<file path="src/common/uhd_link_map.svh">
// register offsets, field positions, reset values and raster constants of the link mapper
`ifndef UHD_LINK_MAP_SVH
`define UHD_LINK_MAP_SVH
// ***********************************************************
// register offsets
// ***********************************************************
`define ADDR_CTRL 8'h00
`define ADDR_FMT 8'h04
`define ADDR_STATUS 8'h08
`define ADDR_CONN 8'h0C
// ***********************************************************
// fields and codes
// ***********************************************************
`define CTRL_START 0
`define CTRL_TX 1
`define CTRL_RX 2
`define CTRL_MODE_LO 3
`define CTRL_WIRES_LO 5
`define FMT_HFR 0
`define FMT_DEPTH_LO 1
`define FMT_CHROMA_LO 3
`define FMT_WIDE 5
`define CTRL_RST 32'h0000_0000
`define FMT_RST 6'h02
`define MODE_SINGLE 2'h0
`define MODE_QUAD 2'h1
`define MODE_INTERLEAVE 2'h2
`define WIRES_AUTO 2'h0
`define WIRES_TWO 2'h1
`define DEPTH_8 2'h0
`define DEPTH_12 2'h2
`define CHROMA_420 2'h0
`define CHROMA_444 2'h2
// ***********************************************************
// data rate in units of 1.5G, raster geometry
// ***********************************************************
`define UNITS_1G5 5'h01
`define UNITS_3G 5'h02
`define UNITS_6G 5'h04
`define UNITS_12G 5'h08
`define HALF_W_UHD 13'h0780
`define HALF_W_4K 13'h0800
`define HALF_H 13'h0438
`define FULL_H 13'h0870
`define PIX_W 20
`define FIFO_DEPTH 16
`endif

</file>
<file path="src/common/uhd_link_pkg.sv">
// types shared by the link mapper
package uhd_link_pkg;
  typedef enum logic [1:0] {XM_SINGLE, XM_QUAD, XM_INTERLEAVE} xmode_t;
  typedef enum logic [1:0] {RATE_1G5, RATE_3G, RATE_6G, RATE_12G} rate_t;
  typedef enum logic [1:0] {ST_IDLE, ST_CALC, ST_RUN} state_t;
  typedef struct packed {
    xmode_t mode;
    logic [2:0] links;
    rate_t rate;
  } xport_t;
endpackage

</file>
<file path="src/core/uhd_sdi_transport_link_mapper.sv">
// UHD/4K SDI transport mapper: link planning, connector arbitration, lane split and merge
// Behaviour
// - single-link carries the picture at 12G or 6G, both interleaved.
// - 12G versus 6G follows the data rate, never a user choice.
// - offers quadrant four-link, quadrant two-link and auto interleaved multi-link modes.
// - quadrant uses four 1.5G links up to 30fps, 3G for high rate or deep, 6G for high rate and deep together.
// - each link of quadrant four-link carries one spatial quarter of the raster.
// - interleave splits pixels into four subsampled copies on four links, two on two links, merged again on reception.
// - interleaved sub-streams above 30fps run at 6G, or at 12G when interleave is chosen automatically.
// - two-link mode puts half the picture on each link at higher rates.
// - too few links for the data rate raises the link count automatically.
// - up to 30fps on one or two links, input and output run together, two connectors each.
// - above 30fps one signal takes all four connectors.
// - high frame rate allows input or output, never both.
// - full-resolution HDMI for single-link and interleaved input; quadrant input is down-converted.
// - a configured output wire count forces quadrant mapping unless interleave mode is requested.
// - requested interleave ignores wire count and takes two links up to 12G of data, four above.
`timescale 1ns/1ns
`default_nettype none
`include "uhd_link_map.svh"

// ***********************************************************
// pixel fifo
// ***********************************************************
module xfer_fifo #(
  parameter int W = 22,
  parameter int D = 16
) (
  // clock and reset
  input wire logic clk,
  input wire logic rstn,
  // fill side
  input wire logic in_valid,
  output logic in_ready,
  input wire logic [W-1:0] in_data,
  // drain side
  output logic out_valid,
  input wire logic out_ready,
  output logic [W-1:0] out_data
);
  localparam int AW = $clog2(D);
  logic [W-1:0] mem [D];
  logic [AW:0] wp_r;
  logic [AW:0] rp_r;
  wire push = in_valid && in_ready;
  wire pop = out_valid && out_ready;
  assign in_ready = !((wp_r[AW] != rp_r[AW]) && (wp_r[AW-1:0] == rp_r[AW-1:0]));
  assign out_valid = (wp_r != rp_r);
  assign out_data = mem[rp_r[AW-1:0]];
  always_ff @(posedge clk) begin
    if (push) begin
      mem[wp_r[AW-1:0]] <= in_data;
    end
  end
  always_ff @(posedge clk or negedge rstn) begin
    if (!rstn) begin
      wp_r <= '0;
      rp_r <= '0;
    end else begin
      if (push) begin
        wp_r <= wp_r + 1'b1;
      end
      if (pop) begin
        rp_r <= rp_r + 1'b1;
      end
    end
  end
endmodule

// ***********************************************************
// top
// ***********************************************************
module uhd_sdi_transport_link_mapper
  import uhd_link_pkg::*;
(
  // clock and reset
  input wire logic hclk,
  input wire logic hresetn,
  // ahb-lite slave
  input wire logic hsel,
  input wire logic [31:0] haddr,
  input wire logic [1:0] htrans,
  input wire logic hwrite,
  input wire logic [2:0] hsize,
  input wire logic [31:0] hwdata,
  input wire logic hready,
  output logic hreadyout,
  output logic hresp,
  output logic [31:0] hrdata,
  // pixel input for transmission, on the pixel clock
  input wire logic pix_clk,
  input wire logic pix_valid,
  input wire logic pix_sof,
  input wire logic pix_sol,
  input wire logic [`PIX_W-1:0] pix_data,
  output logic pix_ready,
  // sdi transmit lanes
  output logic [4*`PIX_W-1:0] tx_lane_data,
  output logic [3:0] tx_lane_valid,
  input wire logic link_ready,
  // sdi receive lanes, on the pixel clock
  input wire logic rx_valid,
  input wire logic [4*`PIX_W-1:0] rx_lane_data,
  output logic [`PIX_W-1:0] rx_pix_data,
  output logic rx_pix_valid,
  // connector use and hdmi path
  output logic [3:0] conn_in,
  output logic [3:0] conn_out,
  output logic hdmi_full_res,
  output logic hdmi_downconv
);
  localparam int SW = 4 + `PIX_W + 1 + 4 * `PIX_W;

  function automatic logic [4:0] data_units(input logic high_frame_rate, input logic [1:0] depth,
                                            input logic [1:0] chroma);
    logic [4:0] u;
    // high frame rate always doubles, so quadrant lanes reach 3g
    u = `UNITS_6G;
    if (depth == `DEPTH_12 || chroma == `CHROMA_444) begin
      u = `UNITS_12G;
    end
    if (high_frame_rate) begin
      u = {u[3:0], 1'b0};
    end
    return u;
  endfunction

  function automatic rate_t rate_of(input logic [4:0] per);
    if (per <= `UNITS_1G5) return RATE_1G5;
    else if (per <= `UNITS_3G) return RATE_3G;
    else if (per <= `UNITS_6G) return RATE_6G;
    else return RATE_12G;
  endfunction

  function automatic xport_t plan_xport(input logic [4:0] u, input logic [1:0] mreq,
                                        input logic [1:0] wreq, input logic tx);
    xport_t p;
    logic [4:0] per;
    p.mode = XM_SINGLE;
    p.links = 3'h1;
    if (mreq == `MODE_INTERLEAVE) begin
      p.mode = XM_INTERLEAVE;
      p.links = (u <= `UNITS_12G) ? 3'h2 : 3'h4;
    end else if (mreq == `MODE_QUAD || (tx && wreq != `WIRES_AUTO)) begin
      p.mode = XM_QUAD;
      p.links = (wreq == `WIRES_TWO && u <= `UNITS_12G) ? 3'h2 : 3'h4;
    end else if (u > `UNITS_12G) begin
      p.mode = XM_INTERLEAVE;
      p.links = 3'h2;
    end
    per = (p.links == 3'h4) ? (u >> 2) : (p.links == 3'h2) ? (u >> 1) : u;
    p.rate = rate_of(per);
    return p;
  endfunction

  function automatic logic [1:0] lane_of(input xport_t p, input logic [12:0] x,
                                         input logic [12:0] y, input logic [12:0] halfw);
    if (p.mode == XM_QUAD && p.links == 3'h4) return {y >= `HALF_H, x >= halfw};
    else if (p.mode == XM_QUAD && p.links == 3'h2) return {1'b0, y >= `HALF_H};
    else if (p.mode == XM_INTERLEAVE && p.links == 3'h4) return {y[0], x[0]};
    else if (p.mode == XM_INTERLEAVE) return {1'b0, y[0]};
    else return 2'h0;
  endfunction

  // ***********************************************************
  // registers and bus
  // ***********************************************************
  state_t state_r;
  state_t state_nxt;
  xport_t xport_r;
  logic [4:0] units_r;
  logic tx_en_r, rx_en_r, start_r, wr_pend_r, conflict_r, ovf_r;
  logic tx_go_r, rx_go_r;
  logic [1:0] mode_req_r, wires_r;
  logic [5:0] fmt_r;
  logic [7:0] wr_addr_r;
  logic [31:0] hrdata_r;
  logic [3:0] conn_in_r, conn_out_r;
  logic hdmi_full_res_r, hdmi_downconv_r;
  logic fifo_in_ready, fifo_out_valid;
  logic [`PIX_W+1:0] fifo_out_data;

  wire addr_ok = hsel && htrans[1] && hready;
  wire running = (state_r == ST_RUN);
  wire [31:0] ctrl_rd = {25'h0, wires_r, mode_req_r, rx_en_r, tx_en_r, 1'b0};
  wire [31:0] fmt_rd = {26'h0, fmt_r};
  wire [31:0] stat_rd = {20'h0, ovf_r, !fifo_in_ready, hdmi_full_res_r, xport_r.mode,
                         xport_r.rate, xport_r.links, conflict_r, running};
  wire [31:0] conn_rd = {24'h0, conn_out_r, conn_in_r};
  wire [31:0] rd_mux = (haddr[7:0] == `ADDR_CTRL) ? ctrl_rd :
                       (haddr[7:0] == `ADDR_FMT) ? fmt_rd :
                       (haddr[7:0] == `ADDR_STATUS) ? stat_rd :
                       (haddr[7:0] == `ADDR_CONN) ? conn_rd : 32'h0;
  wire wr_ctrl = wr_pend_r && (wr_addr_r == `ADDR_CTRL);
  wire wr_fmt = wr_pend_r && (wr_addr_r == `ADDR_FMT);
  wire [4:0] units_now = data_units(fmt_r[`FMT_HFR], fmt_r[`FMT_DEPTH_LO +: 2],
                                    fmt_r[`FMT_CHROMA_LO +: 2]);
  wire [12:0] halfw = fmt_r[`FMT_WIDE] ? `HALF_W_4K : `HALF_W_UHD;
  wire high_frame_rate = fmt_r[`FMT_HFR];

  assign hreadyout = 1'b1;
  assign hresp = 1'b0;
  assign hrdata = hrdata_r;

  always_ff @(posedge hclk or negedge hresetn) begin
    if (!hresetn) begin
      wr_pend_r <= 1'b0;
      wr_addr_r <= 8'h00;
      hrdata_r <= 32'h0;
      start_r <= 1'b0;
      tx_en_r <= 1'b0;
      rx_en_r <= 1'b0;
      mode_req_r <= `MODE_SINGLE;
      wires_r <= `WIRES_AUTO;
      fmt_r <= `FMT_RST;
    end else begin
      wr_pend_r <= addr_ok && hwrite;
      wr_addr_r <= haddr[7:0];
      if (addr_ok && !hwrite) begin
        hrdata_r <= rd_mux;
      end
      start_r <= wr_ctrl && hwdata[`CTRL_START];
      if (wr_ctrl) begin
        tx_en_r <= hwdata[`CTRL_TX];
        rx_en_r <= hwdata[`CTRL_RX];
        mode_req_r <= hwdata[`CTRL_MODE_LO +: 2];
        wires_r <= hwdata[`CTRL_WIRES_LO +: 2];
      end
      if (wr_fmt) begin
        fmt_r <= hwdata[5:0];
      end
    end
  end

  // ***********************************************************
  // planning and connector arbitration
  // ***********************************************************
  wire shared = tx_en_r && rx_en_r && !high_frame_rate && (xport_r.links <= 3'h2);
  wire [3:0] dir_mask = (high_frame_rate || xport_r.links == 3'h4) ? 4'hF :
                        (xport_r.links == 3'h2) ? 4'h3 : 4'h1;

  always_comb begin
    state_nxt = state_r;
    case (state_r)
      ST_IDLE: begin
        if (start_r) state_nxt = ST_CALC;
      end
      ST_CALC: begin
        state_nxt = ST_RUN;
      end
      ST_RUN: begin
        if (start_r) state_nxt = ST_CALC;
        else if (!tx_en_r && !rx_en_r) state_nxt = ST_IDLE;
      end
      default: begin
        state_nxt = ST_IDLE;
      end
    endcase
  end

  always_ff @(posedge hclk or negedge hresetn) begin
    if (!hresetn) begin
      state_r <= ST_IDLE;
      xport_r <= '{XM_SINGLE, 3'h1, RATE_6G};
      units_r <= `UNITS_6G;
    end else begin
      state_r <= state_nxt;
      if (state_r == ST_CALC) begin
        units_r <= units_now;
        xport_r <= plan_xport(units_now, mode_req_r, wires_r, tx_en_r);
      end
    end
  end

  always_ff @(posedge hclk or negedge hresetn) begin
    if (!hresetn) begin
      conn_in_r <= 4'h0;
      conn_out_r <= 4'h0;
      tx_go_r <= 1'b0;
      rx_go_r <= 1'b0;
      conflict_r <= 1'b0;
      hdmi_full_res_r <= 1'b0;
      hdmi_downconv_r <= 1'b0;
    end else if (!running) begin
      conn_in_r <= 4'h0;
      conn_out_r <= 4'h0;
      tx_go_r <= 1'b0;
      rx_go_r <= 1'b0;
      hdmi_full_res_r <= 1'b0;
      hdmi_downconv_r <= 1'b0;
    end else begin
      tx_go_r <= tx_en_r && (shared || !rx_en_r);
      rx_go_r <= rx_en_r;
      conflict_r <= tx_en_r && rx_en_r && !shared;
      conn_in_r <= shared ? 4'h3 : (rx_en_r ? dir_mask : 4'h0);
      conn_out_r <= shared ? 4'hC : ((tx_en_r && !rx_en_r) ? dir_mask : 4'h0);
      hdmi_full_res_r <= rx_en_r && (xport_r.mode != XM_QUAD);
      hdmi_downconv_r <= rx_en_r && (xport_r.mode == XM_QUAD);
    end
  end
  assign conn_in = conn_in_r;
  assign conn_out = conn_out_r;
  assign hdmi_full_res = hdmi_full_res_r;
  assign hdmi_downconv = hdmi_downconv_r;

  // ***********************************************************
  // pixel clock sampling
  // ***********************************************************
  logic [SW-1:0] sync1_r, sync2_r;
  logic clk_d_r;
  wire [SW-1:0] sync_in = {pix_clk, pix_valid, pix_sof, pix_sol, pix_data, rx_valid,
                           rx_lane_data};
  always_ff @(posedge hclk or negedge hresetn) begin
    if (!hresetn) begin
      sync1_r <= '0;
      sync2_r <= '0;
      clk_d_r <= 1'b0;
    end else begin
      sync1_r <= sync_in;
      sync2_r <= sync1_r;
      clk_d_r <= sync2_r[SW-1];
    end
  end
  wire pix_rise = sync2_r[SW-1] && !clk_d_r;
  wire [`PIX_W+1:0] pix_word = sync2_r[SW-3 -: `PIX_W+2];
  wire s_pix_valid = sync2_r[SW-2];
  wire s_rx_valid = sync2_r[4*`PIX_W];
  wire [4*`PIX_W-1:0] s_rx_lanes = sync2_r[4*`PIX_W-1:0];
  wire push = pix_rise && s_pix_valid && tx_go_r;
  assign pix_ready = fifo_in_ready && tx_go_r;

  always_ff @(posedge hclk or negedge hresetn) begin
    if (!hresetn) begin
      ovf_r <= 1'b0;
    end else begin
      ovf_r <= (push && !fifo_in_ready) || (ovf_r && !(state_r == ST_CALC));
    end
  end

  // ***********************************************************
  // transmit split
  // ***********************************************************
  xfer_fifo #(.W(`PIX_W + 2), .D(`FIFO_DEPTH)) u_fifo (
    .clk(hclk),
    .rstn(hresetn),
    .in_valid(push),
    .in_ready(fifo_in_ready),
    .in_data(pix_word),
    .out_valid(fifo_out_valid),
    .out_ready(link_ready),
    .out_data(fifo_out_data)
  );

  logic [12:0] tx_x_r, tx_y_r;
  logic [4*`PIX_W-1:0] tx_data_r;
  logic [3:0] tx_valid_r;
  wire pop = fifo_out_valid && link_ready;
  wire f_sof = fifo_out_data[`PIX_W+1];
  wire f_sol = fifo_out_data[`PIX_W];
  wire [12:0] cur_x = (f_sof || f_sol) ? 13'h0000 : tx_x_r;
  wire [12:0] cur_y = f_sof ? 13'h0000 : (f_sol ? tx_y_r + 13'h0001 : tx_y_r);
  wire [1:0] tx_lane = lane_of(xport_r, cur_x, cur_y, halfw);
  always_ff @(posedge hclk or negedge hresetn) begin
    if (!hresetn) begin
      tx_x_r <= 13'h0000;
      tx_y_r <= 13'h0000;
      tx_data_r <= '0;
      tx_valid_r <= 4'h0;
    end else begin
      tx_valid_r <= 4'h0;
      if (pop) begin
        tx_x_r <= cur_x + 13'h0001;
        tx_y_r <= cur_y;
        tx_data_r[tx_lane*`PIX_W +: `PIX_W] <= fifo_out_data[`PIX_W-1:0];
        tx_valid_r <= 4'h1 << tx_lane;
      end
    end
  end
  assign tx_lane_data = tx_data_r;
  assign tx_lane_valid = tx_valid_r;

  // ***********************************************************
  // receive merge
  // ***********************************************************
  logic [12:0] rx_x_r, rx_y_r;
  logic [`PIX_W-1:0] rx_data_r;
  logic rx_vld_r;
  wire rx_take = pix_rise && s_rx_valid && rx_go_r;
  wire [1:0] rx_lane = lane_of(xport_r, rx_x_r, rx_y_r, halfw);
  wire rx_eol = (rx_x_r == {halfw[11:0], 1'b0} - 13'h0001);
  always_ff @(posedge hclk or negedge hresetn) begin
    if (!hresetn) begin
      rx_x_r <= 13'h0000;
      rx_y_r <= 13'h0000;
      rx_data_r <= '0;
      rx_vld_r <= 1'b0;
    end else begin
      rx_vld_r <= rx_take;
      if (!rx_go_r) begin
        rx_x_r <= 13'h0000;
        rx_y_r <= 13'h0000;
      end else if (rx_take) begin
        rx_data_r <= s_rx_lanes[rx_lane*`PIX_W +: `PIX_W];
        rx_x_r <= rx_eol ? 13'h0000 : rx_x_r + 13'h0001;
        rx_y_r <= !rx_eol ? rx_y_r : (rx_y_r == `FULL_H - 13'h0001) ? 13'h0000 :
                  rx_y_r + 13'h0001;
      end
    end
  end
  assign rx_pix_data = rx_data_r;
  assign rx_pix_valid = rx_vld_r;
endmodule
`default_nettype wire

</file>
<file path="config.mk">
export PLATFORM = sky130hd
export DESIGN_NAME = uhd_sdi_transport_link_mapper
export DESIGN_NICKNAME = d
export VERILOG_FILES = /design/src/common/uhd_link_pkg.sv /design/src/core/uhd_sdi_transport_link_mapper.sv
export VERILOG_INCLUDE_DIRS = /design/src /design/src/common
export SDC_FILE = /design/constraint.sdc
export NUM_CORES = 1
export LEC_CHECK = 0
export BUFFER_PORTS_ARGS = -buffer_cell sky130_fd_sc_hd__buf_2
export CAP_MARGIN = 20
export CORE_UTILIZATION = 50
export DETAILED_ROUTE_END_ITERATION = 6
export PLACE_DENSITY = 0.7
export SLEW_MARGIN = 10
export SYNTH_ARGS = -nofsm -noshare
export SYNTH_HDL_FRONTEND = slang
export SYNTH_SLANG_ARGS = --single-unit
export TNS_END_PERCENT = 1
</file>
<file path="constraint.sdc">
create_clock -name hclk -period 7.2 [get_ports hclk]
set_input_delay 0.72 -clock hclk [delete_from_list [all_inputs] [get_ports hclk]]
set_output_delay 0.72 -clock hclk [all_outputs]
set_load 0.03 [all_outputs]
</file>
Yosys cells after proc, flatten, opt, wreduce, memory -nomap -nowiden --
Memory sizes are Yosys's and may differ from the RTL's. Index checks and enable logic that the tools add are counted. Widths: inputs -> output; s select.
Operators by class: reductions and logical operators 53, muxes and demuxes 56, add/subtract/negate cells 8, multiply operators 2, shift-type cells 4, $lt $le $gt $ge 10, eq/ne operators 27
Operators with widths (count):
- $mux 13 | 10
- $bwmux 80 | 1
- $shift 20x34->80 const A | 1
- $shiftx 20x34->80 | 1
- $shiftx 80x8->20 | 1
- $add 13x1->13 const B | 4
- $mux 12 | 4
- $mux 4 | 9
- $mux 5 | 7
- $neg 7->34 | 1
- $logic_and 1x1->1 | 32
- $ge 13x11->1 const B | 2
- $ge 13x12->1 | 2
- $mux 2 | 12
- $eq 8x3->1 const B | 2
- $eq 8x4->1 const B | 2
- $logic_not 8->1 | 2
- $eq 13x12->1 const B | 1
- $eq 13x13->1 | 1
- $sub 13x1->13 const B | 1
- $add 5x1->5 const B | 2
- $eq 2x2->1 const B | 5
- $mul 2x3->5 const B | 2
- $mux 1 | 9
- other kinds (24) | 46
Storage, ports and cells: memories 1, input port bits 180, output and inout bits 150, register bits 455, RAM bits 352
Memories:
- u_fifo.mem | words 16, width 22, rd ports 1, clocked after Yosys merged registers in 0, write ports 1, line uhd_sdi_transport_link_mapper.sv:42 | logic [W-1:0] mem [D];

Logic depth before layout (Yosys ltp) --
depth after elaboration 17, gate-level depth with buffers 25

Hierarchy --
A second synthesis with hierarchy kept.
Unflattened totals: cells, all modules 1933, area, all modules 30045.1 µm²
Modules (own cells, without submodules):
- uhd_sdi_transport_link_mapper | instances 1, area each 16188.0 µm², cells each 1308
- xfer_fifo | instances 1, area each 13857.0 µm², cells each 625

Worst setup path after synthesis --
OpenSTA, ideal clock, no wires.
path kind flip-flop to flip-flop, start reg u_fifo.rp_r[0], end reg tx_data_r[10] (netlist: tx_lane_data[10]), slack 1.732 ns, cell stages (with the launch flop) 24, library setup time 0.090 ns, required time 7.110 ns, data arrival time 5.377 ns, cells stage by stage dfrtp_1 -> buf_4 -> mux2_2 -> a221o_1 -> o22a_1 -> buf_2 -> nor2_1 -> and2_1 -> ha_1 -> a21o_1 -> a211oi_1 -> o31ai_1 -> a21oi_1 -> o22ai_4 -> nor2_4 -> buf_2 -> buf_2 -> ha_1 -> clkbuf_1 -> inv_1 -> or3_1 -> nand2b_1 -> clkbuf_1 -> o221ai_1
On the way: cells in the longest elaborated chain, start to end 11, elaborated cells on any way between the ends 18
RTL lines:
- from (decl) | line uhd_sdi_transport_link_mapper.sv:44 | logic [AW:0] rp_r;
- from (signal assigned) | line uhd_sdi_transport_link_mapper.sv:64 | rp_r <= rp_r + 1'b1;
- parallel branches: the longest is 11 deep, another holds $neg 7->34
- to (signal, indexed assignment) | line uhd_sdi_transport_link_mapper.sv:374 | tx_data_r[tx_lane*`PIX_W +: `PIX_W] <= fifo_out_data[`PIX_W-1:0];
- to (decl) | line uhd_sdi_transport_link_mapper.sv:355 | logic [4*`PIX_W-1:0] tx_data_r;
Several ways; the timed one is not identified. A chain may end at the register's enable or synchronous reset.

Worst setup path after layout --
start reg u_fifo.rp_r[1], end reg tx_data_r[36] (netlist: tx_lane_data[36])
The elaborated chain is that of the path after synthesis.

==> results.yml <==
status:
  run_status: "completed"
die:
  start_util_pct: 51.06
  rows: 89
  core_sq_um: 59460
  io_pins: 330
  fp.dieH_um: 248.4
  die_w_um: 248.4
  die_area_sq_um: 61720
worst_setup_path:
  critPathLaunchType: "register"
  critical-path-slowest-cell: "dfrtp_4"
  cp.arrival_ns: 7.23
  cp-end-kind: "register"
  reg2reg_from: "u_fifo.rp_r[1]$_DFFE_PN0P_"
  max_stage_delay_ns: 0.55
  cp_cell_sequence: "buf_4 > mux4_2 > mux2i_1 > mux2i_1 > buf_4 > nor2_1 > and2_1 > ha_1 > a21o_1 > a211oi_1 > o31ai_1 > a21oi_1 > o22ai_4 > nor2_4 > inv_1 > ha_1 > buf_4 > inv_1 > nor2_1 > o21ai_0 > nor4_2 > a21oi_1 > o221ai_1"
  crit_fanout: 25
  cp.required_ns: 7.73
  crit_start: "u_fifo.rp_r[1]$_DFFE_PN0P_"
  cp_common_cell: "buf_4"
  criticalPathCategory: "reg2reg"
clock_tree:
  cts_hold_buf: 0
  cts_buffers: 79
  cts.htree.levels: 3
  cts_buffer_depth: 3
  clock_latency_ns: 0.64
  clk_pin_slew_ns: 0.06
  cts_tree: "done"
  clock_sinks: 785
  post_cts_buffers: 0
  cts.repair.resized: 0
  cts-root-buf: "clkbuf_16"
timing:
  min_period_over_period_pct: 93.12
  drv_slew: 0
  tightest_slew_ns: 1.072
  relSlewSlack_pct: 28.38
  finalSetupViolCount: 0
  finalHoldViolCount: 0
  fmax_mhz: 149.2
  rsz0062_at_grt: "no"
  skew_ns: 0.02392
  setup_tns_ns: 0
  period_minus_slack_ns: 6.705
yosys:
  ys_seq_area_share_pct: 70.51
  synth_top_flop_cell: "dfrtp_1"
  synth_area_sq_um: 30370
  synth_compound_area_share_pct: 5.917
  yosysWarnings: 0
  synth_top_family_by_area: "multiplexers"
  synthCells: 1881
  async_flop_share_pct: 55.16
  synth_cell_types: 76
  synth_xor_area_share_pct: 1.154
  synth.mux.area_fraction_pct: 12.28
  synth-seq-cells: 785
  yosys.area_share.simple_pct: 6.753
  synthAdderAreaFrac_pct: 1.277
  post_synth.cell_area_avg_sq_um: 16.14
  synth_edf_count: 352
final_layout:
  drive_gt1_share_pct: 28.32
  nets: 2378
  final_cell_mix: "428 x dfrtp_1, 352 x edfxtp_1, 253 x buf_2"
  fillers: 4462
  area_growth_syn_to_layout_pct: 16.03
  finalNonFillerCells: 3005
  final_core_util_pct: 59.25
  layout_commonest_cell: "dfrtp_1"
  diodes: 0
grt:
  grt_max_degree: 180
  grt_usage_pct: 23.23
  grt_pass1_vias: 17790
  grt_pass1_wl_mm: 108.1
  antenna_found_initial: 2
  grt_overflow: 0
pwr:
  power.density_nw_per_um2: 265.0
  irDropWorstVdd_uv: 194.1
  p_leak_nw: 14.15
routing:
  drt_first_pass_iters: 6
  wl_per_cell_um: 23.43
  drc: 0
  drt_iter0_drc: 1476
  drtAntennaViolNets: 0
  vias: 17420
  routed_via_density: 5.798
  finalWirelength_mm: 70.42
run:
  cap_violations: 0
placed_design:
  io_buffers: 254
  dp_hpwl_mm: 44.91
  place_congestion: 0.8986
  placed_cells: 2858
worst_hold_path:
  hold_path.class: "in2async"
==> worst max-delay path, delay by kind of cell, from the launching register on <==
kind            cells  cell delay [ns]
buf+inv             5             1.37
flops               1             0.55
simple gates        5             1.79
compound gates      8             1.44
fa+ha+maj           2             0.56
mux                 3             0.89
==> cells by family after synthesis <==
| logic type | Yosys count |
|---|---|
| flops | 785 |
| simple gates | 432 |
| xor+xnor | 40 |
| fa+ha+maj | 31 |
| other cells | 2 |
| mux | 198 |
| buf+inv | 136 |
| compound gates | 257 |
==> final timing paths <==
kind | to | slack, ns | cells after the start
max | tx_lane_data[36]$_DFFE_PN0P_ | 0.50 | 23
min | hrdata[3]$_DFFE_PN0P_ | 0.12 | 1
max reg2reg | tx_lane_data[36]$_DFFE_PN0P_ | 0.50 | 23
min reg2reg | sync2_r[84]$_DFF_PN0_ | 0.34 | 0
max in group asynchronous | sync2_r[58]$_DFF_PN0_ | 5.61 | 2
min in group hclk | sync1_r[100]$_DFF_PN0_ | 0.19 | 1
==> cells in the mapped netlist (all sizes together), types with 3 or more instances <==
library cell | number | area [sq um]
nand2 | 173 | 649.4
o211ai | 6 | 45.04
a221o | 10 | 100.1
o21a | 3 | 22.52
a22oi | 13 | 97.59
nor2 | 77 | 296.5
o22ai | 6 | 65.06
mux4 | 130 | 2932
edfxtp | 352 | 10570
nand2b | 23 | 143.9
a21oi | 34 | 170.2
mux2i | 23 | 267.8
xnor2 | 16 | 140.1
nor2b | 10 | 62.56
nand3 | 39 | 195.2
and2 | 25 | 158.9
buf | 51 | 311.5
or4 | 3 | 22.52
o31ai | 15 | 112.6
o221ai | 29 | 260.3
dfstp | 3 | 78.83
ha | 31 | 387.9
or2 | 3 | 18.77
clkbuf | 48 | 183.9
a31oi | 6 | 37.54
o21ai | 91 | 455.4
dfrtp | 430 | 10760
inv | 36 | 135.1
nand4b | 3 | 26.28
a32o | 5 | 50.05
nand4 | 14 | 87.58
a22o | 12 | 105.1
o221a | 3 | 33.78
nor4 | 8 | 56.30
and3 | 12 | 75.07
mux2 | 45 | 529.3
and4 | 3 | 26.28
nor3b | 4 | 35.03
or3 | 8 | 50.05
nor3 | 25 | 130.1
o22a | 4 | 35.03
xor2 | 24 | 210.2
==> where the power goes <==
group          leakage (nW)  internal [W]  switching [W]
sequential             8.68       0.00479      0.0000670
clock                  1.31       0.00239        0.00173
combinational          4.16      0.000118       0.000240
total                  14.2       0.00730        0.00204
==> stage by stage <==
step / worst slack [ns] / instance area (sq um) / hold slack (ns) / power [W]
finish: 0.4954 / 35230 / 0.1236 / 0.009338
global route: 0.02279 / 35230 / 0.1583 / 0.009624
detailed placement: 0.5544 / 32550 / 0.3347 / 0.005308
floorplan: 1.732 / 30440 / 0.3312 / 0.005127
global placement: 0.6961 / 32550 / 0.3320 / 0.005293
CTS: 0.5048 / 35210 / 0.1302 / 0.009424
==> layer usage <==
layer | wire length (um) | share of wire [%] | GRT usage, %
met2 | 35520 | 50 | 39.17
met4 | 2228 | 3.2 | 7.737
met1 | 28640 | 41 | 30.58
met5 | 0 | 0 | 0
met3 | 4035 | 5.7 | 4.281
==> cell type report <==
type / instances / area (sq um) / share of cell area [%]
inverter: 37 / 138.9 / 0.3942
sequential: 785 / 21420 / 60.79
multi-input combinational: 980 / 8514 / 24.17
clock inverter: 35 / 357.8 / 1.016
clock buffer: 111 / 2298 / 6.524
tap: 773 / 967.2 / 2.745
timing repair buffer: 284 / 1539 / 4.368
==> state kept, by name, indices dropped and copies added, names as in the netlist, 3 cells and up <==
signal and cells:
tx_x_r 13, wr_addr_r 8, tx_y_r 13, sync1_r 105, tx_lane_data 80, conn_in 3
conn_out 3, rx_pix_data 20, stat_rd 7, hrdata 12, sync2_r 105, rx_y_r 13
u_fifo.wp_r 5, fmt_r 6, u_fifo.rp_r 5, tx_lane_valid 4, u_fifo.mem 352, rx_x_r 13
(Power assumes the default switching activity.)
